==> src/hw/adc_ctl_consts.svh <==
// Constants for the converter clock, power and output-format control
// Contract
// - Divide-select pin low gives divide by 2, floating 1, high 4.
// - Divide ratio written over the configuration port overrides the pin.
// - DLL relock after clock change takes a fixed count of sample cycles.
// - DLL offers a slow and a fast range; fast is the default.
// - Samples leave as a parallel DDR bus, LVDS by default or CMOS.
// - LVDS drive current is 3mA by default or a reduced 2mA.
// - Signalling mode and data coding are set in register 0x73.
// - Nap or sleep puts data, forwarded clock and over-range in high-Z.
// - After power-on the power-mode pin picks normal, sleep or nap.
// - Power mode written over the configuration port overrides the pin.
// - Codings are two's complement (default), Gray and offset binary.
// - Offset binary maps most negative to all zeros, most positive to ones.
// - Two's complement is offset binary with its top bit inverted.
// - Gray keeps the top bit; lower bits XOR with next higher bit.
// - Divider runs the sample clock at a half or a quarter rate.
// - Forwarded clock keeps a fixed phase to the sample clock.
// - Divider sync pulse realigns sample and forwarded clock phases; the code resets the divider count, not the forwarded clock.
// - After a sync, data follows after the fixed pipeline latency.
// - Before a sync either divide-by-two phase may occur.
// - Data appears 10 sample cycles after the sampling instant; the code updates sample_out 11 sample cycles after it.
// - Under divide 2 or 4, forwarded clock held low during cal reset.
`ifndef ADC_CTL_CONSTS_SVH
`define ADC_CTL_CONSTS_SVH

`define SAMPLE_BITS        16
`define PIPE_LATENCY       10
`define RELOCK_TIME_US     52
`define RELOCK_RATE_MSPS   250
`define RELOCK_SAMPLES     (`RELOCK_TIME_US * `RELOCK_RATE_MSPS)

`define ADDR_CLK_DIV       8'h71
`define ADDR_POWER         8'h72
`define ADDR_OUT_FORMAT    8'h73
`define ADDR_STATUS        8'h74

`define DIVIDE_SELECT_PIN_RATIO_LSB   0
`define DIVIDE_SELECT_PIN_OVR_BIT     2
`define DIVIDE_SELECT_PIN_SLOW_BIT    3
`define DIVIDE_SELECT_PIN_RESET       8'h00

`define POWER_MODE_LSB     0
`define POWER_OVR_BIT      2
`define POWER_RESET        8'h00

`define FMT_CODING_LSB     0
`define FMT_CMOS_BIT       4
`define FMT_LOWDRV_BIT     5
`define FMT_RESET          8'h00

`define STAT_LOCK_BIT      0
`define STAT_RATIO_LSB     1
`define STAT_POWER_LSB     3
`define STAT_ALIGN_BIT     5

`endif

==> src/hw/adc_ctl_pkg.sv <==
// Types shared by the converter control block
package adc_ctl_pkg;
   // Pin level codes: tied low, floating, tied high
   typedef enum logic [1:0] {
      PIN_LOW   = 2'h0,
      PIN_FLOAT = 2'h1,
      PIN_HIGH  = 2'h2
   } pin_level_t;
   typedef enum logic [1:0] {
      RATIO_1 = 2'h0,
      RATIO_2 = 2'h1,
      RATIO_4 = 2'h2
   } div_ratio_t;
   typedef enum logic [1:0] {
      PWR_NORMAL = 2'h0,
      PWR_SLEEP  = 2'h1,
      PWR_NAP    = 2'h2
   } power_mode_t;
   typedef enum logic [1:0] {
      CODE_TWOS   = 2'h0,
      CODE_GRAY   = 2'h1,
      CODE_OFFSET = 2'h2
   } coding_t;
endpackage : adc_ctl_pkg

==> src/hw/sample_divider.sv <==
// Sample clock divider with synchronous phase realignment
`timescale 1ns/100ps
`include "adc_ctl_consts.svh"
module sample_divider (
   input  wire logic                   mclk,
   input  wire logic                   rst_n,
   input  wire adc_ctl_pkg::div_ratio_t ratio,
   input  wire logic                   sync_pulse,
   output logic                        sample_en,
   output logic                        aligned
);
   logic [1:0] cnt_r;
   logic [1:0] last_cnt;

   always_comb begin
      case (ratio)
         adc_ctl_pkg::RATIO_2: last_cnt = 2'h1;
         adc_ctl_pkg::RATIO_4: last_cnt = 2'h3;
         default:              last_cnt = 2'h0;
      endcase
   end

   // Phase out of reset is arbitrary until the first sync pulse
   always_ff @(posedge mclk or negedge rst_n) begin
      if (!rst_n) begin
         cnt_r <= 2'h0;
      end else if (sync_pulse && ratio != adc_ctl_pkg::RATIO_1) begin
         cnt_r <= 2'h0;
      end else if (cnt_r >= last_cnt) begin
         cnt_r <= 2'h0;
      end else begin
         cnt_r <= cnt_r + 2'h1;
      end
   end

   always_ff @(posedge mclk or negedge rst_n) begin
      if (!rst_n) begin
         aligned <= 1'b0;
      end else if (sync_pulse && ratio != adc_ctl_pkg::RATIO_1) begin
         aligned <= 1'b1;
      end
   end

   assign sample_en = (cnt_r == 2'h0);
endmodule : sample_divider

==> src/hw/skid_buffer.sv <==
// Two-entry buffer with valid/ready on both sides
`timescale 1ns/100ps
module skid_buffer #(
   parameter int WIDTH = 17
) (
   input  wire logic             mclk,
   input  wire logic             rst_n,
   input  wire logic             in_valid,
   output logic                  in_ready,
   input  wire logic [WIDTH-1:0] in_data,
   output logic                  out_valid,
   input  wire logic             out_ready,
   output logic [WIDTH-1:0]      out_data
);
   logic [WIDTH-1:0] mem_r [2];
   logic             rd_r;
   logic             wr_r;
   logic [1:0]       cnt_r;
   logic             push;
   logic             pop;

   assign in_ready  = (cnt_r != 2'h2);
   assign out_valid = (cnt_r != 2'h0);
   assign out_data  = mem_r[rd_r];
   assign push      = in_valid && in_ready;
   assign pop       = out_valid && out_ready;

   always_ff @(posedge mclk or negedge rst_n) begin
      if (!rst_n) begin
         cnt_r <= 2'h0;
         rd_r  <= 1'b0;
         wr_r  <= 1'b0;
      end else begin
         if (push) begin
            wr_r <= ~wr_r;
         end
         if (pop) begin
            rd_r <= ~rd_r;
         end
         if (push && !pop) begin
            cnt_r <= cnt_r + 2'h1;
         end else if (pop && !push) begin
            cnt_r <= cnt_r - 2'h1;
         end
      end
   end

   always_ff @(posedge mclk) begin
      if (push) begin
         mem_r[wr_r] <= in_data;
      end
   end
endmodule : skid_buffer

==> src/hw/adc_ctl_top.sv <==
// Clock divider, power mode, DLL lock and output formatting control
`timescale 1ns/100ps
`include "adc_ctl_consts.svh"
module adc_ctl_top #(
   parameter int RELOCK_SAMPLES = `RELOCK_SAMPLES
) (
   input  wire logic        mclk,
   input  wire logic        rst_n,
   input  wire logic [1:0]  divide_select_pin,
   input  wire logic [1:0]  power_mode_pin,
   input  wire logic        divider_sync_reset_pos,
   input  wire logic        divider_sync_reset_neg,
   input  wire logic        calibration_reset_low,
   input  wire logic        chip_select_low,
   input  wire logic        cfg_wr_en,
   input  wire logic        cfg_rd_en,
   input  wire logic [7:0]  cfg_addr,
   input  wire logic [7:0]  cfg_wdata,
   output logic [7:0]       cfg_rdata,
   input  wire logic [15:0] core_data,
   input  wire logic        core_over_range,
   input  wire logic        capture_ready,
   output logic [15:0]      sample_out,
   output logic             sample_out_oe,
   output logic             over_range_out,
   output logic             over_range_oe,
   output logic             forwarded_clock_pos,
   output logic             forwarded_clock_neg,
   output logic             forwarded_clock_oe,
   output logic             out_cmos_mode,
   output logic             out_low_drive,
   output logic             dll_slow_range,
   output logic             dll_locked,
   output logic             sample_clk_en
);
   localparam int W = `SAMPLE_BITS;
   localparam int L = `PIPE_LATENCY;

   // Two-flop synchronisers for every pin input
   logic [7:0] pin_s1_r;
   logic [7:0] pin_s2_r;
   always_ff @(posedge mclk or negedge rst_n) begin
      if (!rst_n) begin
         pin_s1_r <= 8'hc0;
         pin_s2_r <= 8'hc0;
      end else begin
         pin_s1_r <= {chip_select_low, calibration_reset_low,
                      divider_sync_reset_neg, divider_sync_reset_pos,
                      power_mode_pin, divide_select_pin};
         pin_s2_r <= pin_s1_r;
      end
   end

   logic [1:0] div_pin_s;
   logic [1:0] pwr_pin_s;
   logic       srst_pos_s;
   logic       srst_neg_s;
   logic       cal_low_s;
   logic       cs_low_s;
   assign div_pin_s  = pin_s2_r[1:0];
   assign pwr_pin_s  = pin_s2_r[3:2];
   assign srst_pos_s = pin_s2_r[4];
   assign srst_neg_s = pin_s2_r[5];
   assign cal_low_s  = pin_s2_r[6];
   assign cs_low_s   = pin_s2_r[7];

   // Configuration registers
   logic [7:0] clk_div_r;
   logic [7:0] power_r;
   logic [7:0] fmt_r;
   logic       wr_ok;
   assign wr_ok = cfg_wr_en && !cs_low_s;

   always_ff @(posedge mclk or negedge rst_n) begin
      if (!rst_n) begin
         clk_div_r <= `DIVIDE_SELECT_PIN_RESET;
      end else if (wr_ok && cfg_addr == `ADDR_CLK_DIV) begin
         clk_div_r <= cfg_wdata;
      end
   end

   always_ff @(posedge mclk or negedge rst_n) begin
      if (!rst_n) begin
         power_r <= `POWER_RESET;
      end else if (wr_ok && cfg_addr == `ADDR_POWER) begin
         power_r <= cfg_wdata;
      end
   end

   always_ff @(posedge mclk or negedge rst_n) begin
      if (!rst_n) begin
         fmt_r <= `FMT_RESET;
      end else if (wr_ok && cfg_addr == `ADDR_OUT_FORMAT) begin
         fmt_r <= cfg_wdata;
      end
   end

   // Effective divide ratio
   adc_ctl_pkg::div_ratio_t ratio;
   always_comb begin
      if (clk_div_r[`DIVIDE_SELECT_PIN_OVR_BIT]) begin
         ratio = adc_ctl_pkg::div_ratio_t'(
                    clk_div_r[`DIVIDE_SELECT_PIN_RATIO_LSB +: 2]);
      end else begin
         case (adc_ctl_pkg::pin_level_t'(div_pin_s))
            adc_ctl_pkg::PIN_LOW:   ratio = adc_ctl_pkg::RATIO_2;
            adc_ctl_pkg::PIN_FLOAT: ratio = adc_ctl_pkg::RATIO_1;
            adc_ctl_pkg::PIN_HIGH:  ratio = adc_ctl_pkg::RATIO_4;
            default:                ratio = adc_ctl_pkg::RATIO_1;
         endcase
      end
   end

   // Power mode: pin unless the register overrides it
   adc_ctl_pkg::power_mode_t pmode;
   always_comb begin
      if (power_r[`POWER_OVR_BIT]) begin
         pmode = adc_ctl_pkg::power_mode_t'(
                    power_r[`POWER_MODE_LSB +: 2]);
      end else begin
         case (adc_ctl_pkg::pin_level_t'(pwr_pin_s))
            adc_ctl_pkg::PIN_LOW:   pmode = adc_ctl_pkg::PWR_NORMAL;
            adc_ctl_pkg::PIN_FLOAT: pmode = adc_ctl_pkg::PWR_SLEEP;
            adc_ctl_pkg::PIN_HIGH:  pmode = adc_ctl_pkg::PWR_NAP;
            default:                pmode = adc_ctl_pkg::PWR_NORMAL;
         endcase
      end
   end

   logic outputs_on;
   assign outputs_on = (pmode == adc_ctl_pkg::PWR_NORMAL);

   // Divider sync: rising edge of a complementary pair
   logic srst_lvl;
   logic srst_prev_r;
   logic sync_pulse;
   assign srst_lvl = srst_pos_s && !srst_neg_s;
   always_ff @(posedge mclk or negedge rst_n) begin
      if (!rst_n) begin
         srst_prev_r <= 1'b0;
      end else begin
         srst_prev_r <= srst_lvl;
      end
   end
   assign sync_pulse = srst_lvl && !srst_prev_r;

   logic sample_en;
   logic aligned;
   sample_divider u_div (
      .mclk       (mclk),
      .rst_n      (rst_n),
      .ratio      (ratio),
      .sync_pulse (sync_pulse),
      .sample_en  (sample_en),
      .aligned    (aligned)
   );
   assign sample_clk_en = sample_en;

   // DLL lock model: relock counted in sample cycles, so its wall time
   // scales inversely with the sample rate
   logic [1:0] ratio_prev_r;
   logic       slow_prev_r;
   logic [31:0] relock_r;
   logic       clk_change;
   assign dll_slow_range = clk_div_r[`DIVIDE_SELECT_PIN_SLOW_BIT];
   assign clk_change = (ratio_prev_r != ratio) ||
                       (slow_prev_r != dll_slow_range);
   always_ff @(posedge mclk or negedge rst_n) begin
      if (!rst_n) begin
         ratio_prev_r <= 2'h0;
         slow_prev_r  <= 1'b0;
      end else begin
         ratio_prev_r <= ratio;
         slow_prev_r  <= dll_slow_range;
      end
   end
   always_ff @(posedge mclk or negedge rst_n) begin
      if (!rst_n) begin
         relock_r <= 32'h0;
      end else if (clk_change) begin
         relock_r <= 32'(RELOCK_SAMPLES);
      end else if (sample_en && relock_r != 32'h0) begin
         relock_r <= relock_r - 32'h1;
      end
   end
   assign dll_locked = (relock_r == 32'h0);

   // Sample pipeline, stalls only when the buffer is full
   logic [W:0] pipe_r [L];
   logic [L-1:0] pvld_r;
   logic       buf_in_ready;
   logic       advance;
   assign advance = sample_en && buf_in_ready;

   always_ff @(posedge mclk or negedge rst_n) begin
      if (!rst_n) begin
         pvld_r <= '0;
      end else if (advance) begin
         pvld_r <= {pvld_r[L-2:0], 1'b1};
      end
   end

   genvar g;
   generate
      for (g = 0; g < L; g++) begin : g_pipe
         always_ff @(posedge mclk) begin
            if (advance) begin
               if (g == 0) begin
                  pipe_r[g] <= {core_over_range, core_data};
               end else begin
                  pipe_r[g] <= pipe_r[g == 0 ? 0 : g - 1];
               end
            end
         end
      end
   endgenerate

   // Coding applied after the core result at full width
   logic [W-1:0] ob;
   logic [W-1:0] coded;
   assign ob = pipe_r[L-1][W-1:0];
   always_comb begin
      case (adc_ctl_pkg::coding_t'(fmt_r[`FMT_CODING_LSB +: 2]))
         adc_ctl_pkg::CODE_TWOS:
            coded = {~ob[W-1], ob[W-2:0]};
         adc_ctl_pkg::CODE_GRAY:
            coded = ob ^ {1'b0, ob[W-1:1]};
         adc_ctl_pkg::CODE_OFFSET:
            coded = ob;
         default:
            coded = {~ob[W-1], ob[W-2:0]};
      endcase
   end

   logic         buf_out_valid;
   logic [W:0]   buf_out_data;
   logic         pop;
   assign pop = sample_en && capture_ready && buf_out_valid;

   skid_buffer #(.WIDTH(W + 1)) u_buf (
      .mclk      (mclk),
      .rst_n     (rst_n),
      .in_valid  (advance && pvld_r[L-1]),
      .in_ready  (buf_in_ready),
      .in_data   ({pipe_r[L-1][W], coded}),
      .out_valid (buf_out_valid),
      .out_ready (sample_en && capture_ready),
      .out_data  (buf_out_data)
   );

   // One word per forwarded clock edge gives double data rate
   always_ff @(posedge mclk or negedge rst_n) begin
      if (!rst_n) begin
         sample_out     <= '0;
         over_range_out <= 1'b0;
      end else if (pop) begin
         sample_out     <= buf_out_data[W-1:0];
         over_range_out <= buf_out_data[W];
      end
   end

   // Forwarded clock toggles on each sample strobe
   logic fwd_r;
   logic hold_low;
   assign hold_low = !cal_low_s && ratio != adc_ctl_pkg::RATIO_1;
   always_ff @(posedge mclk or negedge rst_n) begin
      if (!rst_n) begin
         fwd_r <= 1'b0;
      end else if (hold_low) begin
         fwd_r <= 1'b0;
      end else if (sample_en) begin
         fwd_r <= ~fwd_r;
      end
   end
   assign forwarded_clock_pos = fwd_r;
   assign forwarded_clock_neg = ~fwd_r;

   // Drivers released in nap and sleep
   assign sample_out_oe      = outputs_on;
   assign over_range_oe      = outputs_on;
   assign forwarded_clock_oe = outputs_on;

   assign out_cmos_mode = fmt_r[`FMT_CMOS_BIT];
   assign out_low_drive = fmt_r[`FMT_LOWDRV_BIT] &&
                          !fmt_r[`FMT_CMOS_BIT];

   // Read port, unmapped addresses read zero
   always_ff @(posedge mclk or negedge rst_n) begin
      if (!rst_n) begin
         cfg_rdata <= 8'h00;
      end else if (cfg_rd_en && !cs_low_s) begin
         case (cfg_addr)
            `ADDR_CLK_DIV:    cfg_rdata <= clk_div_r;
            `ADDR_POWER:      cfg_rdata <= power_r;
            `ADDR_OUT_FORMAT: cfg_rdata <= fmt_r;
            `ADDR_STATUS:     cfg_rdata <= {2'h0, aligned, pmode,
                                            ratio, dll_locked};
            default:          cfg_rdata <= 8'h00;
         endcase
      end
   end
endmodule : adc_ctl_top

==> config.mk <==
export PLATFORM = sky130hd
export DESIGN_NAME = adc_ctl_top
export DESIGN_NICKNAME = d
export VERILOG_FILES = /design/src/hw/adc_ctl_pkg.sv /design/src/hw/sample_divider.sv /design/src/hw/skid_buffer.sv /design/src/hw/adc_ctl_top.sv
export VERILOG_INCLUDE_DIRS = /design/src /design/src/hw
export SDC_FILE = /design/constraint.sdc
export NUM_CORES = 1
export LEC_CHECK = 0
export ABC_AREA = 1
export BUFFER_PORTS_ARGS = -buffer_cell sky130_fd_sc_hd__buf_2
export CAP_MARGIN = 20
export CORE_ASPECT_RATIO = 1.2
export CORE_MARGIN = 1.5
export CORE_UTILIZATION = 60
export DETAILED_ROUTE_END_ITERATION = 10
export PLACE_DENSITY = 0.89
export SETUP_SLACK_MARGIN = 0.2
export SLEW_MARGIN = 20
export SYNTH_ARGS = -nofsm -noshare
export SYNTH_HDL_FRONTEND = slang
export SYNTH_SLANG_ARGS = --single-unit
==> constraint.sdc <==
create_clock -name mclk -period 11.1 [get_ports mclk]
set_input_delay 2.22 -clock mclk [delete_from_list [all_inputs] [get_ports mclk]]
set_output_delay 2.22 -clock mclk [all_outputs]
set_load 0.02 [all_outputs]
==> qor.yml <==
crit_type: "register to primary output"
switching_share_pct: 29.5
synthArstFlopShare_pct: 36.8
syn_area_um2: 12400
cts_max_level: 1
antenna_found_initial: 0
worstHoldEndpoint: "pin_s2_r[4]$_DFF_PN0_"
syn-num-nets: 1085
clk_latency_ns: 0.56
fmax_mhz: 223
holdCritStartpoint: "pin_s1_r[4]$_DFF_PN0_"
power_leakage_nw: 6.04
tns_ns: 0
yosys-top-cells-area: "edfxtp_1 (50%), dfrtp_1 (23%), nand2_1 (8.2%)"
required_ns: 8.88
initial_utilization_pct: 61.0
place_congestion: 0.888
synth.most_common_cell: "nand2_1"
rrSetupSlack_ns: 7.99
num_vias: 7675
grt_max_degree: 102
cap_viol_max_count: 0
ys_warn_count: 0
numCtsBuffers: 29
drc: 0
track_usage_pct: 21.0
tritoncts: "built"
clkPwrFrac_pct: 26.5
drt_iter0_drc: 652
fin_crit_ns: 4.48
cts.path.max_buffers: 3
nNetsFinal: 1179
wl_per_cell_um: 15.4
ios: 81
report.final.setup_viol: 0
fin_crit_sh_pct: 40.4
avgViaCountPerCell: 5.44
internal_power_mw: 2.74
slew_headroom_pct: 35.9
power_density_nw_per_um2: 277
die-area_um2: 21500
first_pass_iters: 6
p_comb_share_pct: 18.4
grt_pass1_vias: 7592
worstRegToRegCells: 6
yosys_most_used_dff: "edfxtp_1"
yosysTopAreaCell: "edfxtp_1"
grt_pass1_wl_mm: 36.1
regToRegStartpoint: "u_div.cnt_r[0]$_DFF_PN0_"
syn2layout_area_growth_pct: 13.5
ant_nets: 0
drive_above_1_share_pct: 13.4
crit_arrival_ns: 2.26
worst_r2r_endpoint: "pipe_r[7][2]$_DFFE_PN_"
hpwl_mm: 13.7
syn_inst: 1030
critPathMaxFanout: 6
diodes: 0
drt_wl_total_mm: 21.8
cts_hold_buf: 0
avgSynthCellArea_um2: 12.0
min_path_type: "register to register"
grt.overflow.total: 0
power_frac_seq_pct: 55.0
whs_path_depth: 0
die_h_um: 160
ys_seq_area_share_pct: 73.7
cts_setup_buffers: 0
synth-edff-count: 204
tightest_slew_ns: 0.954
fin_skew_ns: 0.0144
status: "finished, final reports clean"
root_buffer: "clkbuf_16"
cp-start-kind: "register"
slew_violations: 0
final_core_util_pct: 69.3
hold_viol_final: 0
synth_common_cells: "nand2_1 (271), edfxtp_1 (204), nor2_1 (118)"
die_x_um: 134
grt_setup_unrepaired: "false"
clk_pin_slew_ns: 0.07
p_sw_mw: 1.15
core_area_um2: 20300
cts.sinks: 323
fp-row-count: 57
final.setup.worst_slack_ns: 6.62
critPathCaptureType: "primary output"
portBuffers: 80
yosysTopAreaCellShare_pct: 49.6
place_ws_ns: 7.05
ys_types: 34
ctsResizeCount: 0
ir_worst_vdd_mv: 0.563
synth_seq_cells: 323
==> registers in the layout, indices dropped and copies added (netlist names) <==
name and cells:
pin_s2_r 8, ratio_prev_r 2, forwarded_clock_pos 1, pin_s1_r 8, u_div.aligned 1, cfg_rdata 8, pvld_r 10, srst_prev_r 1
over_range_out 1, u_buf.mem_r 34, relock_r 32, sample_out 16, fmt_r 8, u_div.cnt_r 2, u_buf.rd_r 1, clk_div_r 8
u_buf.cnt_r 2, slow_prev_r 1, pipe_r 170, u_buf.wr_r 1, power_r 8
==> power groups by stage <==
stage / sequential [mW] / combinational, mW / clock (mW)
2_1_floorplan: 2.22 / 0.490 / 0
3_3_place_gp: 2.11 / 0.667 / 0
3_5_place_dp: 2.16 / 0.711 / 0
4_1_cts: 2.15 / 0.721 / 1.05
5_1_grt: 2.19 / 0.804 / 1.10
6_report: 2.14 / 0.717 / 1.03
==> metrics by stage <==
step                hold slack [ns]  instance area [um^2]  instances  power, mW
global route                  0.355                 14000       1411       4.08
detailed placement            0.335                 13000       1358       2.87
finish                        0.350                 14000       1411       3.89
CTS                           0.351                 14000       1411       3.92
floorplan                     0.331                 12400       1030       2.71
global placement              0.332                 13000       1358       2.78
==> layer usage <==
metal	share of wire, %	wire length (um)	GRT usage, %	vias up
met5	0	0	0	-
met4	3.6	782	9.09	0
met3	5.2	1140	3.11	71
met2	52	11200	36.5	250
met1	40	8630	26.2	3672
li1	-	-	-	3682
==> worst max-delay path: stages, from the launching register on <==
cell and delay [ns]:
dfrtp_1 0.38, inv_1 0.12, ha_1 0.33, nand2_2 0.14, nor2_4 0.20, nand2_2 0.09
nor2_4 0.22, buf_2 0.21
==> final cells by class <==
cell class / instances / area, um^2
sequential: 323 / 9110
clock buffer: 35 / 779
multi-input combinational: 602 / 2840
timing repair buffer: 86 / 452
clock inverter: 18 / 214
fill: 1332 / 6220
tap: 265 / 332
inverter: 82 / 308
==> worst max path at each step <==
stage	startpoint	endpoint	slack, ns	depth (start not counted)
after floorplan	u_div.cnt_r[0]$_DFF_PN0_	u_buf.mem_r[0][0]$_DFFE_PP_	3.03	7
after global placement	capture_ready	u_buf.cnt_r[1]$_DFFE_PN0P_	6.76	8
after detailed placement	cfg_addr[6]	clk_div_r[3]$_DFFE_PN0P_	7.05	6
after CTS	relock_r[0]$_DFFE_PN0P_	dll_locked	6.62	7
after global routing	relock_r[0]$_DFFE_PN0P_	dll_locked	6.50	7
final	relock_r[0]$_DFFE_PN0P_	dll_locked	6.62	7
==> cell usage in the layout (no fill, tap or decap), drive strengths merged, types with 2 or more instances in the layout <==
cell type    n
bufinv       4
edfxtp     204
o22ai        7
or2          4
ha           9
nor2       124
clkinvlp     2
nand2      273
clkinv       8
o21ai       41
a21oi       16
o21bai       3
xnor2        5
dfstp        4
a31oi       24
buf         86
nand3       46
nor3         5
clkbuf      35
nand4       29
o21a         6
dfrtp      115
inv         86
xor2         7
==> logic make-up (layout without fill, tap and decap cells) <==
kind of cell	count (synthesis)	in the layout	share of synthesized area [%]
and+or+nand+nor	482	482	16.5
adders and majority gates	9	9	0.911
DFF	323	323	73.7
buffers and inverters	105	221	3.47
xor gates and xnor gates	12	12	0.850
AOI/OAI and AO/OA	99	99	4.56
Note: power is estimated with default switching activity, not from simulation.
